## config.mk

```make
export PLATFORM = sky130hd
export DESIGN_NAME = vrt_control_regs
export DESIGN_NICKNAME = d
export VERILOG_FILES = /design/src/vrt_pkg.sv /design/src/vrt_ready_track.sv /design/src/vrt_control_regs.sv
export SDC_FILE = /design/constraint.sdc
export NUM_CORES = 1
export LEC_CHECK = 0
export BUFFER_PORTS_ARGS = -buffer_cell sky130_fd_sc_hd__buf_2
export CAP_MARGIN = 25
export CORE_UTILIZATION = 39
export CTS_CLUSTER_DIAMETER = 60
export CTS_CLUSTER_SIZE = 25
export DETAILED_ROUTE_END_ITERATION = 8
export GPL_TIMING_DRIVEN = 0
export MAX_ROUTING_LAYER = met4
export PLACE_DENSITY_LB_ADDON = 0.05
export SLEW_MARGIN = 20
export SYNTH_ARGS = -nofsm -noshare
export SYNTH_HDL_FRONTEND = slang
export SYNTH_SLANG_ARGS = --single-unit
```

## constraint.sdc

```tcl
create_clock -name ref_clk_in -period 1.85 [get_ports ref_clk_in]
set_input_delay 0.185 -clock ref_clk_in [delete_from_list [all_inputs] [get_ports ref_clk_in]]
set_output_delay 0.185 -clock ref_clk_in [all_outputs]
set_load 0.03 [all_outputs]
```

## src/vrt_pkg.sv

```systemverilog
package vrt_pkg;
  // ===========================================================
  // register map
  localparam logic [3:0] VRT_ADDR_CONTROL = 4'h0;
  localparam logic [3:0] VRT_ADDR_STATUS = 4'h4;
  localparam logic [7:0] VRT_CONTROL_RESET = 8'h00;
  // ===========================================================
  // field positions
  localparam int VRT_BIT_REF_EN = 7;
  localparam int VRT_BIT_READY = 6;
  localparam int VRT_BIT_TEMP_EN = 5;
  localparam int VRT_BIT_TEMP_RNG = 4;
  localparam int VRT_CDAC_LSB = 2;
  localparam int VRT_ADC_LSB = 0;
  localparam logic [7:0] VRT_WRITE_MASK = 8'hbf;
  // ===========================================================
  // gain codes
  typedef enum logic [1:0] {
    VRT_GAIN_OFF = 2'h0,
    VRT_GAIN_1X = 2'h1,
    VRT_GAIN_2X = 2'h2,
    VRT_GAIN_4X = 2'h3
  } vrt_gain_t;
  // ===========================================================
  // software-side settling figures
  localparam int VRT_CLK_HZ = 10000000;
  localparam int VRT_TEMP_ACQ_US = 200;
  localparam int VRT_BUF_SETTLE_US = 30;
  localparam int VRT_TEMP_ACQ_CYC =
    VRT_TEMP_ACQ_US * (VRT_CLK_HZ / 1000000);
  localparam int VRT_BUF_SETTLE_CYC =
    VRT_BUF_SETTLE_US * (VRT_CLK_HZ / 1000000);
  // gain field decode into one-hot 1x/2x/4x plus on
  function automatic logic [3:0] vrt_gain_decode(input logic [1:0] code);
    case (code)
      VRT_GAIN_1X: vrt_gain_decode = 4'h9;
      VRT_GAIN_2X: vrt_gain_decode = 4'ha;
      VRT_GAIN_4X: vrt_gain_decode = 4'hc;
      default: vrt_gain_decode = 4'h0;
    endcase
  endfunction
endpackage

```

## src/vrt_ready_track.sv

```systemverilog
`timescale 1ns/10ps
module vrt_ready_track
  import vrt_pkg::*;
(
  input wire logic ref_clk_in,
  input wire logic sys_rst_in,
  input wire logic std_variant_in,
  input wire logic reference_enable_in,
  input wire logic ref_settled_in,
  output logic reference_ready_flag_out
);
  // ===========================================================
  // ready flag tracking
  always_ff @(posedge ref_clk_in or posedge sys_rst_in) begin
    if (sys_rst_in) begin
      reference_ready_flag_out <= 1'b0;
    end else if (std_variant_in) begin
      reference_ready_flag_out <= 1'b1; // [RULE3]
    end else begin
      // set only when settled, drops next cycle on disable
      reference_ready_flag_out <= // [RULE12] [RULE14]
        reference_enable_in & ref_settled_in;
    end
  end
endmodule

```

## src/vrt_control_regs.sv

```systemverilog
// What this block does
// [RULE1] Bit 7 is the reference enable, one turns the reference on.
// [RULE2] Bit 6 is a read-only ready flag, one when the reference is usable.
// [RULE3] In the standard variant the ready flag always reads one.
// [RULE4] Bit 5 powers the temperature indicator.
// [RULE5] Bit 4 picks the high (one) or low (zero) temperature range.
// [RULE6] Bits 3-2 set the comparator/DAC gain: 11 4x, 10 2x, 01 1x, 00 off.
// [RULE7] Bits 1-0 set the ADC gain with the same encoding.
// [RULE8] Writable bits clear to zero on every reset.
// [RULE9] Software waits 200 us after routing the ADC to the indicator.
// [RULE10] Software leaves 200 us between indicator conversions.
// [RULE11] Software allows 30 us after enabling a reference buffer.
// [RULE12] Ready sets only after the reference has stabilised.
// [RULE13] Writes to the ready bit are ignored; it follows settle status.
// [RULE14] Clearing the enable drops ready on the next clock.
`timescale 1ns/10ps
module vrt_control_regs
  import vrt_pkg::*;
(
  input wire logic ref_clk_in,
  input wire logic sys_rst_in,
  input wire logic std_variant_in,
  input wire logic ref_settled_in,
  input wire logic wb_cyc_in,
  input wire logic wb_stb_in,
  input wire logic wb_we_in,
  input wire logic [3:0] wb_adr_in,
  input wire logic [3:0] wb_sel_in,
  input wire logic [31:0] wb_dat_in,
  output logic [31:0] wb_dat_out,
  output logic wb_ack_out,
  output logic reference_enable_out,
  output logic reference_ready_flag_out,
  output logic temp_indicator_enable_out,
  output logic temp_range_select_out,
  output logic [3:0] cmp_dac_ref_gain_out,
  output logic [3:0] adc_ref_gain_out
);
  // ===========================================================
  // bus decode
  logic [7:0] ctrl;
  logic ready;
  logic access;
  logic wr_ctrl;
  logic [7:0] rd_byte;
  assign access = wb_cyc_in & wb_stb_in & ~wb_ack_out;
  assign wr_ctrl = access & wb_we_in & wb_sel_in[0]
    & (wb_adr_in == VRT_ADDR_CONTROL);

  always_comb begin
    rd_byte = 8'h00;
    case (wb_adr_in)
      VRT_ADDR_CONTROL: begin
        rd_byte = (ctrl & VRT_WRITE_MASK);
        rd_byte[VRT_BIT_READY] = ready; // [RULE2]
      end
      VRT_ADDR_STATUS: rd_byte = {7'h00, ready};
      default: rd_byte = 8'h00;
    endcase
  end

  // ===========================================================
  // bus answer: one cycle after request, dropped next cycle
  always_ff @(posedge ref_clk_in or posedge sys_rst_in) begin
    if (sys_rst_in) begin
      wb_ack_out <= 1'b0;
    end else begin
      wb_ack_out <= access;
    end
  end

  always_ff @(posedge ref_clk_in or posedge sys_rst_in) begin
    if (sys_rst_in) begin
      wb_dat_out <= 32'h00000000;
    end else if (access && !wb_we_in) begin
      wb_dat_out <= {24'h000000, rd_byte};
    end
  end

  // ===========================================================
  // control register
  always_ff @(posedge ref_clk_in or posedge sys_rst_in) begin
    if (sys_rst_in) begin
      ctrl <= VRT_CONTROL_RESET; // [RULE8]
    end else if (wr_ctrl) begin
      ctrl <= wb_dat_in[7:0] & VRT_WRITE_MASK; // [RULE13]
    end
  end

  // ===========================================================
  // decoded controls
  always_ff @(posedge ref_clk_in or posedge sys_rst_in) begin
    if (sys_rst_in) begin
      reference_enable_out <= 1'b0;
      temp_indicator_enable_out <= 1'b0;
      temp_range_select_out <= 1'b0;
      cmp_dac_ref_gain_out <= 4'h0;
      adc_ref_gain_out <= 4'h0;
    end else begin
      reference_enable_out <= ctrl[VRT_BIT_REF_EN]; // [RULE1]
      temp_indicator_enable_out <= ctrl[VRT_BIT_TEMP_EN]; // [RULE4]
      temp_range_select_out <= ctrl[VRT_BIT_TEMP_RNG]; // [RULE5]
      cmp_dac_ref_gain_out <=
        vrt_gain_decode(ctrl[VRT_CDAC_LSB +: 2]); // [RULE6]
      adc_ref_gain_out <= vrt_gain_decode(ctrl[VRT_ADC_LSB +: 2]); // [RULE7]
    end
  end

  vrt_ready_track u_ready (
    .ref_clk_in(ref_clk_in),
    .sys_rst_in(sys_rst_in),
    .std_variant_in(std_variant_in),
    .reference_enable_in(ctrl[VRT_BIT_REF_EN]),
    .ref_settled_in(ref_settled_in), // [RULE13]
    .reference_ready_flag_out(ready)
  );

  always_ff @(posedge ref_clk_in or posedge sys_rst_in) begin
    if (sys_rst_in) begin
      reference_ready_flag_out <= 1'b0;
    end else begin
      reference_ready_flag_out <= ready;
    end
  end
endmodule

```

---- After elaboration in Yosys (flattened, before gate mapping) ----
Cells that the tools add are included.
Widths: inputs -> output; s select.
storage, ports and cells
  input bits .............................. 47
  logic and storage cells ................. 31
  output and inout bits ................... 45
  bits in registers ....................... 29
operators by class
  bitwise logic cells ..................... 7
  equality and inequality tests ........... 7
  reduce and logical (&&, ||, !) cells .... 3
  multiplexer cells ....................... 4
operator list
  cell                count
  $pmux 4 s3          2
  $pmux 8 s2          1
  $eq 2x2->1 const B  4
  $and 1x1->1         6
  $eq 2x1->1 const B  2
  $eq 4x3->1 const B  1
  $logic_not 4->1     1
  $logic_and 1x1->1   1
  $logic_not 1->1     1
  $mux 1              1
  $not 1->1           1

---- Longest topological paths before layout ----
Gate-level depths: netlist (run 1).
  word-level depth ........................ 5
  mapped depth ............................ 4
  depth with buffers taken out ............ 3

---- Modules after synthesis ----
From an unflattened synthesis (run 1), not the netlist that was laid out.
second synthesis, totals
  cell total of the unflattened synthesis .. 103
  area total of the unflattened synthesis .. 1233.7 sq um
by module, submodules not included
  module            cells an instance  instances  area each (sq um)
  vrt_control_regs  100                1          1197.4
  vrt_ready_track   3                  1          36.3

---- Worst setup path after synthesis (run 1) ----
Ideal clock, no wire load.
  path type ............................... register to register
  start point ............................. register wb_ack_out
  end point ............................... register ctrl[0]
  path buffers ............................ 1
  setup slack ............................. 0.369 ns
  cell stages (with the launch flop) ...... 5
  data arrival time ....................... 1.356 ns
  data required time ...................... 1.725 ns
  clock period less this slack ............ 1.481 ns
  path through ............................ dfrtp_1 > and3b_1 > and4_1 > buf_6 > mux2_2
between the ends
  word-level cells in the longest chain between the ends .. 5
RTL lines
  item                       RTL line                source
  start: declaration         vrt_control_regs.sv:31  output logic wb_ack_out,
  start signal: assignment   vrt_control_regs.sv:68  wb_ack_out <= access;
  $not 1->1                  vrt_control_regs.sv:46  assign access = wb_cyc_in & wb_stb_in & ~wb_ack_out;
  $and 1x1->1                vrt_control_regs.sv:46
  net access                 vrt_control_regs.sv:43  logic access;
  $and 1x1->1 (2 in series)  vrt_control_regs.sv:47  assign wr_ctrl = access & wb_we_in & wb_sel_in[0]
  $and 1x1->1                vrt_control_regs.sv:48  & (wb_adr_in == VRT_ADDR_CONTROL);
  end signal: assignment     vrt_control_regs.sv:86  ctrl <= wb_dat_in[7:0] & VRT_WRITE_MASK;
  end: declaration           vrt_control_regs.sv:41  logic [7:0] ctrl;
The timed path passes the listed nets, and every way through them passes these cells.
A chain may end at the register's enable or synchronous reset.

---- Worst setup path after layout (run 1) ----
  start point ............................. register wb_ack_out
  end point ............................... register ctrl[2]
The elaborated chain is that of the path after synthesis.

==> results.cfg, run 1 <==
[setup_path]
arrival_ns = 1.60
reg2reg_to = ctrl[2]
endpoint_kind = flop
rrSetupSlack_ns = 0.45
critPathLaunchType = flop
startpoint = wb_ack_out
crit_fanout = 7
path_class = reg -> reg
worstSetupEndpoint = ctrl[2]
critPathRequiredTime_ns = 2.05
rr_startpoint = wb_ack_out
reg2reg_depth = 4

[sta]
setup_violations = 0
period_share = 0.755
drv_slew = 0
final.setup.tns_ns = 0
relSlewSlack = 0.623
finalHoldViolCount = 0
fmax_mhz = 716
rsz0062_at_grt = false
hold-worst-slack_ns = 0.0503
worst_slew_pin_slew_ns = 0.565
fin_crit_ns = 1.40
fin_skew_ns = 0.00440

[placement]
dp.cells = 209
port_buffers = 39
gp_congestion = 0.700
hpwl_mm = 1.54

[detailed_routing]
drc = 0
via_per_inst = 3.86
drt_iter0_markers = 11
wl_per_cell_microns = 9.29
dr.pass1.iters = 4
vias = 837
antenna_left = 0
wirelength_mm = 2.02

[final_layout]
layout-drive-gt1-share = 0.474
fin_nets = 220
multi_input_area_sq_um = 392
fin_cells = 217
antenna_cells = 0
final_core_util = 0.548
area_growth_pct = 34.9
area.sequential_sq_um = 726
fill_cells = 281

[synthesis]
synthAdderAreaFrac = 0
synth_largest_area_cell = dfrtp_1
synthTopCellsByArea = dfrtp_1 59%, buf_4 15%, mux2_2 6.4%
synth_edf_count = 0
synth_top_cell_area_share = 0.590
synth_xor_area_frac = 0
yosysSeqAreaShare = 0.590
syn_inst = 102
ys_seq_elements = 29
yosysMostFrequentCell = dfrtp_1
synthSimpleGateAreaFrac = 0.134
yosys_warnings = 0
synth.area.mux_share = 0.0722
synth_ff_type = dfrtp_1
synth_cell_type_count = 19
synthTopCellsByCount = 29 x dfrtp_1, 24 x buf_4, 15 x nand2_1
synth_top_family_by_area = buffers and inverters
async_reset_ff_frac = 1.00
syn_area_per_cell_sq_um = 12.1
syn-cell-area_sq_um = 1230
synth-compound-area-share = 0.0387

[clocking]
numCtsBuffers = 5
ctsRootBufferMaster = clkbuf_4
htreeDepth = 2
cts_tree = done
clock_sinks = 29
clkTransAtPathRegs_ns = 0.08
clk_latency_ns = 0.32
cts_buffer_depth = 2

[power_and_ir_drop]
cellLeakagePower_nw = 0.959
vdd.ir_drop.worst_mv = 0.431
p_per_area_nw_per_um2 = 788

[global_route]
antenna_found_initial = 0
grt_first_pass_wirelength_mm = 3.19
grt-ovfl-total = 0
grt_max_degree = 18
grt_usage = 0.142
grt_pass1_vias = 733

[floorplanning]
core_sq_um = 3030
fp.dieH_microns = 58.2
io_pins = 92
rows = 20
die_x_microns = 58.2
start_util = 0.406
dieArea_sq_um = 3380

[status]
outcome = completed

[worst_hold_path]
hp-class = in -> reg

[flow_run]
cap_viol_max_count = 0
## per-layer routing
metal  routed length (microns)  GRT usage  part of all wire  up-vias
met2                       988      0.207              0.49       38
li1                          -          -                 -      426
met3                       158     0.0737             0.078        2
met4                        14     0.0748            0.0069        0
met5                         0          -                 0        -
met1                       856      0.158              0.42      371
## cells by family after synthesis
logic type      count (synthesis)
compound gates                  9
buf+inv                        27
flops                          29
mux                             8
other cells                     1
simple gates                   28
## layout make-up
type,count,area share
well taps,44,0.0332
inverters,1,0.00226
repair buffers,41,0.140
flip-flops and latches,29,0.437
clock buffers,7,0.0332
multi-input cells,69,0.236
plain buffers,26,0.118
## power by group
part           internal [mW]  total [mW]  switching, mW  leakage [nW]
clock                  0.179       0.374          0.195        0.0314
sequential             0.666       0.684         0.0180         0.394
combinational         0.0910       0.249          0.158         0.533
## worst min path at each step
stage | startpoint | endpoint | slack [ns] | cells past startpoint
global placement | ctrl[4] | temp_range_select_out | 0.38 | 0
global route | std_variant_in | u_ready.reference_ready_flag_out | 0.02 | 2
floorplan | sys_rst_in | adc_ref_gain_out[0] | 0.26 | 1
CTS | std_variant_in | u_ready.reference_ready_flag_out | 0.04 | 2
finish | std_variant_in | u_ready.reference_ready_flag_out | 0.05 | 2
detailed placement | sys_rst_in | wb_dat_out[7] | 0.26 | 2
## timing repair
item                                   in CTS  in global routing
gates resized for setup                     0                  0
hold buffers                                1                  0
buffers inserted                            0                  0
endpoints found under the hold margin      12                  0
## placed cells by master (no fill, tap or decap), types with 2 or more instances in the layout
| master | synthesis | final |
|---|---|---|
| or2_2 | 2 | 2 |
| o21ai_0 | 8 | 8 |
| mux2_2 | 7 | 7 |
| nand2_1 | 15 | 15 |
| buf_2 | 0 | 39 |
| conb_1 | 1 | 24 |
| clkbuf_4 | 0 | 5 |
| buf_4 | 24 | 24 |
| dfrtp_1 | 29 | 29 |
| and2_1 | 2 | 2 |
| nor2b_1 | 4 | 4 |
| clkbuf_1 | 1 | 2 |
## worst max-delay path, stage by stage, from the launching register on
cell and delay [ns]:
dfrtp_1 0.39, and3b_1 0.22, and4_1 0.20, buf_6 0.14, mux2_2 0.33
## registers in the layout (all words and copies together) (netlist names)
signal / flops
wb_dat_out: 8
ctrl: 7
adc_ref_gain_out: 4
cmp_dac_ref_gain_out: 4
reference_enable_out: 1
reference_ready_flag_out: 1
temp_indicator_enable_out: 1
temp_range_select_out: 1
u_ready.reference_ready_flag_out: 1
wb_ack_out: 1
## stage by stage
step	setup slack, ns	power (mW)	cell area, sq um
final	0.453	1.31	1660
after global routing	0.350	1.39	1660
after detailed placement	0.143	0.945	1590
after global placement	0.129	0.934	1570
after CTS	0.442	1.33	1660
after floorplan	0.369	0.882	1320
Note: power is estimated with default switching activity, not from simulation.
==> inputs of run 2 (changes only) <==
- clock period: 1.85 -> 1.45 ns (I/O delays scaled with it)
==> results.cfg, run 2 (synthesis results as in run 1) <==
[setup_path]
reg2reg_to = ctrl[5]
rr_startpoint = wb_ack_out
endpoint_kind = flop
path_class = reg -> reg
rrSetupSlack_ns = 0.01
crit_fanout = 7
reg2reg_depth = 4
arrival_ns = 1.63
critPathRequiredTime_ns = 1.65
critPathLaunchType = flop

[clocking]
ctsRootBufferMaster = clkbuf_4
clk_latency_ns = 0.31
cts_tree = done
htreeDepth = 2
clkTransAtPathRegs_ns = 0.09
clock_sinks = 29
cts_buffer_depth = 2
numCtsBuffers = 5

[sta]
fin_skew_ns = 0.00561
setup_violations = 0
period_share = 0.991
worst_slew_pin_slew_ns = 0.504
relSlewSlack = 0.661
fmax_mhz = 696
rsz0062_at_grt = true
finalHoldViolCount = 0
drv_slew = 0
fin_crit_ns = 1.44
setup_ws_ns = 0.0138

[final_layout]
top_regs = wb_dat_out: 8 flops, ctrl: 7 flops
area_growth_pct = 36.3
final_common_cell = buf_2
fin_nets = 222
layout-drive-gt1-share = 0.494
area.sequential_sq_um = 727
regMostFlops = wb_dat_out
mostFrequentLayoutCells = 39 x buf_2, 28 x dfrtp_1, 26 x buf_4
antenna_cells = 0
largest_reg_flops = 8
multi_input_area_sq_um = 398
final_core_util = 0.554
fill_cells = 284

[global_route]
grt_use_met1 = 0.143
grtUsageMet2 = 0.233
grt-ovfl-total = 0
top_usage_layer = met2
grtUsageMet3 = 0.0558
grt_max_degree = 20
grt_usage = 0.141
antenna_found_initial = 0
grt_first_pass_wirelength_mm = 3.24
grt_pass1_vias = 736

[power_and_ir_drop]
p_int_mw = 1.16
vdd.ir_drop.worst_mv = 0.525
cellLeakagePower_nw = 0.966
switching_share = 0.290
netSwitchingPower_mw = 0.475
p_per_area_nw_per_um2 = 978
p_comb_frac = 0.197
p_seq_frac = 0.533
clockPowerShare = 0.271
power.total_mw = 1.64

[worst_hold_path]
hold_path_depth = 2
hp-start = std_variant_in
hp-class = in -> reg
hold_path_end = u_ready.reference_ready_flag_out

[status]
outcome = completed

[placement]
port_buffers = 39
hpwl_mm = 1.56
dp_slack_ns = -0.233
gp_congestion = 0.691

[detailed_routing]
drt_iter0_markers = 7
wirelength_mm = 2.02
vias = 829
dr.pass1.iters = 4
drc = 0
via_per_inst = 3.77
wl_per_cell_microns = 9.19
antenna_left = 0

[floorplanning]
die_x_microns = 58.2
dieArea_sq_um = 3380
io_pins = 92
rows = 20
start_util = 0.406
fp.dieH_microns = 58.2
core_sq_um = 3030

[flow_run]
cap_viol_max_count = 0
[run 2: worst max-delay path, stage by stage (launching register included)]
cell     delay, ns
dfrtp_2       0.42
and3b_2       0.24
and4_1        0.18
buf_6         0.14
mux2_2        0.33
[run 2: per-stage QoR]
| step | area [sq um] | hold WS, ns | TNS (ns) | std cells |
|---|---|---|---|---|
| after detailed placement | 1600 | 0.201 | -1.59 | 209 |
| final | 1680 | 0.0149 | 0 | 220 |
| after CTS | 1660 | 0.00978 | 0 | 219 |
| after floorplan | 1320 | 0.223 | 0 | 125 |
| after global routing | 1680 | 0.00304 | -0.217 | 220 |
| after global placement | 1570 | 0.339 | -1.54 | 208 |
[run 2: area by class of cell]
type,count,share of cell area
Sequential cell,29,0.434
Multi-Input combinational cell,69,0.237
Timing Repair Buffer,43,0.148
Buffer,26,0.117
Tap cell,44,0.0328
Clock buffer,8,0.0291
Inverter,1,0.00224
[run 2: metal layers]
layer  wire length [microns]  up-vias  part of all wire
met5                       0        -                 0
met4                      27        0             0.013
met3                     136        5             0.067
met2                     974       31              0.48
met1                     884      363              0.44
li1                        -      430                 -
[run 2: what timing repair did]
action / 4_1_cts / 5_1_grt
pin swaps: 0 / 1
gates resized for setup: 0 / 4
setup endpoints to repair: 7 / 15
endpoints found under the hold margin: 10 / 0
buffers inserted: 1 / 1
hold buffers: 1 / 0
[run 2: how the worst max path moves through the flow]
stage | startpoint | endpoint | slack [ns] | depth (start not counted)
2_1_floorplan | wb_ack_out | ctrl[0] | 0.006 | 4
3_5_place_dp | wb_adr_in[1] | ctrl[3] | -0.23 | 5
4_1_cts | wb_ack_out | ctrl[5] | 0.004 | 4
5_1_grt | wb_ack_out | ctrl[7] | -0.04 | 4
3_3_place_gp | wb_adr_in[1] | ctrl[4] | -0.22 | 5
6_report | wb_ack_out | ctrl[5] | 0.01 | 4
[run 2: power groups by stage]
stage          Combinational [mW]  Sequential (mW)  Clock, mW
3_3_place_gp                0.303            0.889          0
6_report                    0.322            0.874      0.444
5_1_grt                     0.346            0.881      0.490
4_1_cts                     0.319            0.874      0.453
3_5_place_dp                0.315            0.890          0
2_1_floorplan               0.181            0.944          0
==> inputs of run 3 (changes only) <==
- clock period: 1.45 -> 1.6 ns (I/O delays scaled with it)
==> results.cfg, run 3 (synthesis results as in run 1) <==
[detailed_routing]
dr.pass1.iters = 4
via_per_inst = 3.84
drc = 0
drt_iter0_markers = 14
antenna_left = 0
wl_per_cell_microns = 9.27
vias = 838
wirelength_mm = 2.02

[final_layout]
area_growth_pct = 35.7
fin_nets = 221
final_common_cell = buf_2
antenna_cells = 0
largest_reg_flops = 8
top_regs = wb_dat_out: 8 flops, ctrl: 7 flops
layout-drive-gt1-share = 0.471
design_area_sq_um = 1670
fin_cells = 218
regMostFlops = wb_dat_out
final_core_util = 0.551
mostFrequentLayoutCells = 39 x buf_2, 29 x dfrtp_1, 24 x buf_4, 24 x conb_1, 15 x nand2_1

[clocking]
ctsResizeCount = 0
numCtsBuffers = 5
cts_hold_buf = 1
clkTransAtPathRegs_ns = 0.08
htreeDepth = 2
cts_buffer_depth = 2
clock_sinks = 29
clk_latency_ns = 0.32
post_cts_buffers = 0
ctsRootBufferMaster = clkbuf_4
cts_tree = done

[power_and_ir_drop]
vdd.ir_drop.worst_mv = 0.498
cellLeakagePower_nw = 0.963
p_per_area_nw_per_um2 = 907

[worst_hold_path]
hp-class = in -> reg

[sta]
setup_violations = 0
drv_slew = 0
worst_slew_pin_slew_ns = 0.565
fin_crit_ns = 1.39
fin_skew_ns = 0.00440
period_share = 0.870
rsz0062_at_grt = false
fmax_mhz = 718
finalHoldViolCount = 0
relSlewSlack = 0.623
setup_ws_ns = 0.207

[global_route]
grtUsageMet3 = 0.0737
grt_use_met1 = 0.158
grt_first_pass_wirelength_mm = 3.19
grt_pass1_vias = 733
antenna_found_initial = 0
grt-ovfl-total = 0
grt_max_degree = 18
top_usage_layer = met2
grt_usage = 0.142
grtUsageMet2 = 0.207

[floorplanning]
start_util = 0.406
rows = 20
die_x_microns = 58.2
core_sq_um = 3030
io_pins = 92
fp.dieH_microns = 58.2
dieArea_sq_um = 3380

[placement]
hpwl_mm = 1.54
dp_slack_ns = -0.0825
dp.cells = 209
placed_cell_area_sq_um = 1590
gp_congestion = 0.700
port_buffers = 39

[setup_path]
path_class = reg -> reg
worst-path-buf-inv = 1
crit_path_top_delay_cell = dfrtp_1
critPathTopFamily = simple AND/OR/NAND/NOR gates
critPathRequiredTime_ns = 1.80
crit_fanout = 7
arrival_ns = 1.60
slowest_delay_ns = 0.39
path_cells = and3b_1 > and4_1 > buf_6 > mux2_2
endpoint_kind = flop
critPathLaunchType = flop

[flow_run]
cap_viol_max_count = 0

[status]
outcome = completed
run 3: power breakdown:
group / internal, mW / switching [mW]
clock: 0.207 / 0.226
sequential: 0.771 / 0.0207
combinational: 0.107 / 0.182
run 3: worst paths after layout:
kind | start | endpoint | slack [ns] | depth (start not counted)
max in group asynchronous | sys_rst_in | cmp_dac_ref_gain_out[0] | 0.69 | 4
hold / removal | ref_settled_in | u_ready.reference_ready_flag_out | 0.05 | 2
min in group asynchronous | sys_rst_in | wb_dat_out[7] | 0.43 | 3
hold reg to reg | ctrl[4] | temp_range_select_out | 0.41 | 0
setup / recovery | wb_ack_out | ctrl[2] | 0.21 | 4
setup reg to reg | wb_ack_out | ctrl[2] | 0.21 | 4
run 3: through the flow:
| step | hold slack (ns) | total power [mW] | TNS, ns |
|---|---|---|---|
| finish | 0.0478 | 1.51 | 0 |
| global route | 0.0312 | 1.61 | 0 |
| CTS | 0.0163 | 1.53 | 0 |
| detailed placement | 0.237 | 1.09 | -0.520 |
| global placement | 0.356 | 1.08 | -0.657 |
| floorplan | 0.238 | 1.02 | 0 |
run 3: worst reg2reg max path, delay by kind of cell (launching register included):
| family | cells | cell delay, ns |
|---|---|---|
| and+or+nand+nor | 2 | 0.42 |
| buffers and inverters | 1 | 0.14 |
| muxes | 1 | 0.33 |
| DFF | 1 | 0.39 |
run 3: area by class of cell:
cell class / count / area (sq um)
Buffer: 26 / 195
Clock buffer: 7 / 55.1
Fill cell: 278 / 1360
Inverter: 1 / 3.75
Multi-Input combinational cell: 69 / 392
Sequential cell: 29 / 726
Tap cell: 44 / 55.1
Timing Repair Buffer: 42 / 243
run 3: layer usage:
metal | share of wire | up-vias
li1 | - | 428
met1 | 0.43 | 370
met2 | 0.49 | 38
met3 | 0.078 | 2
met4 | 0.0069 | 0
met5 | 0 | -
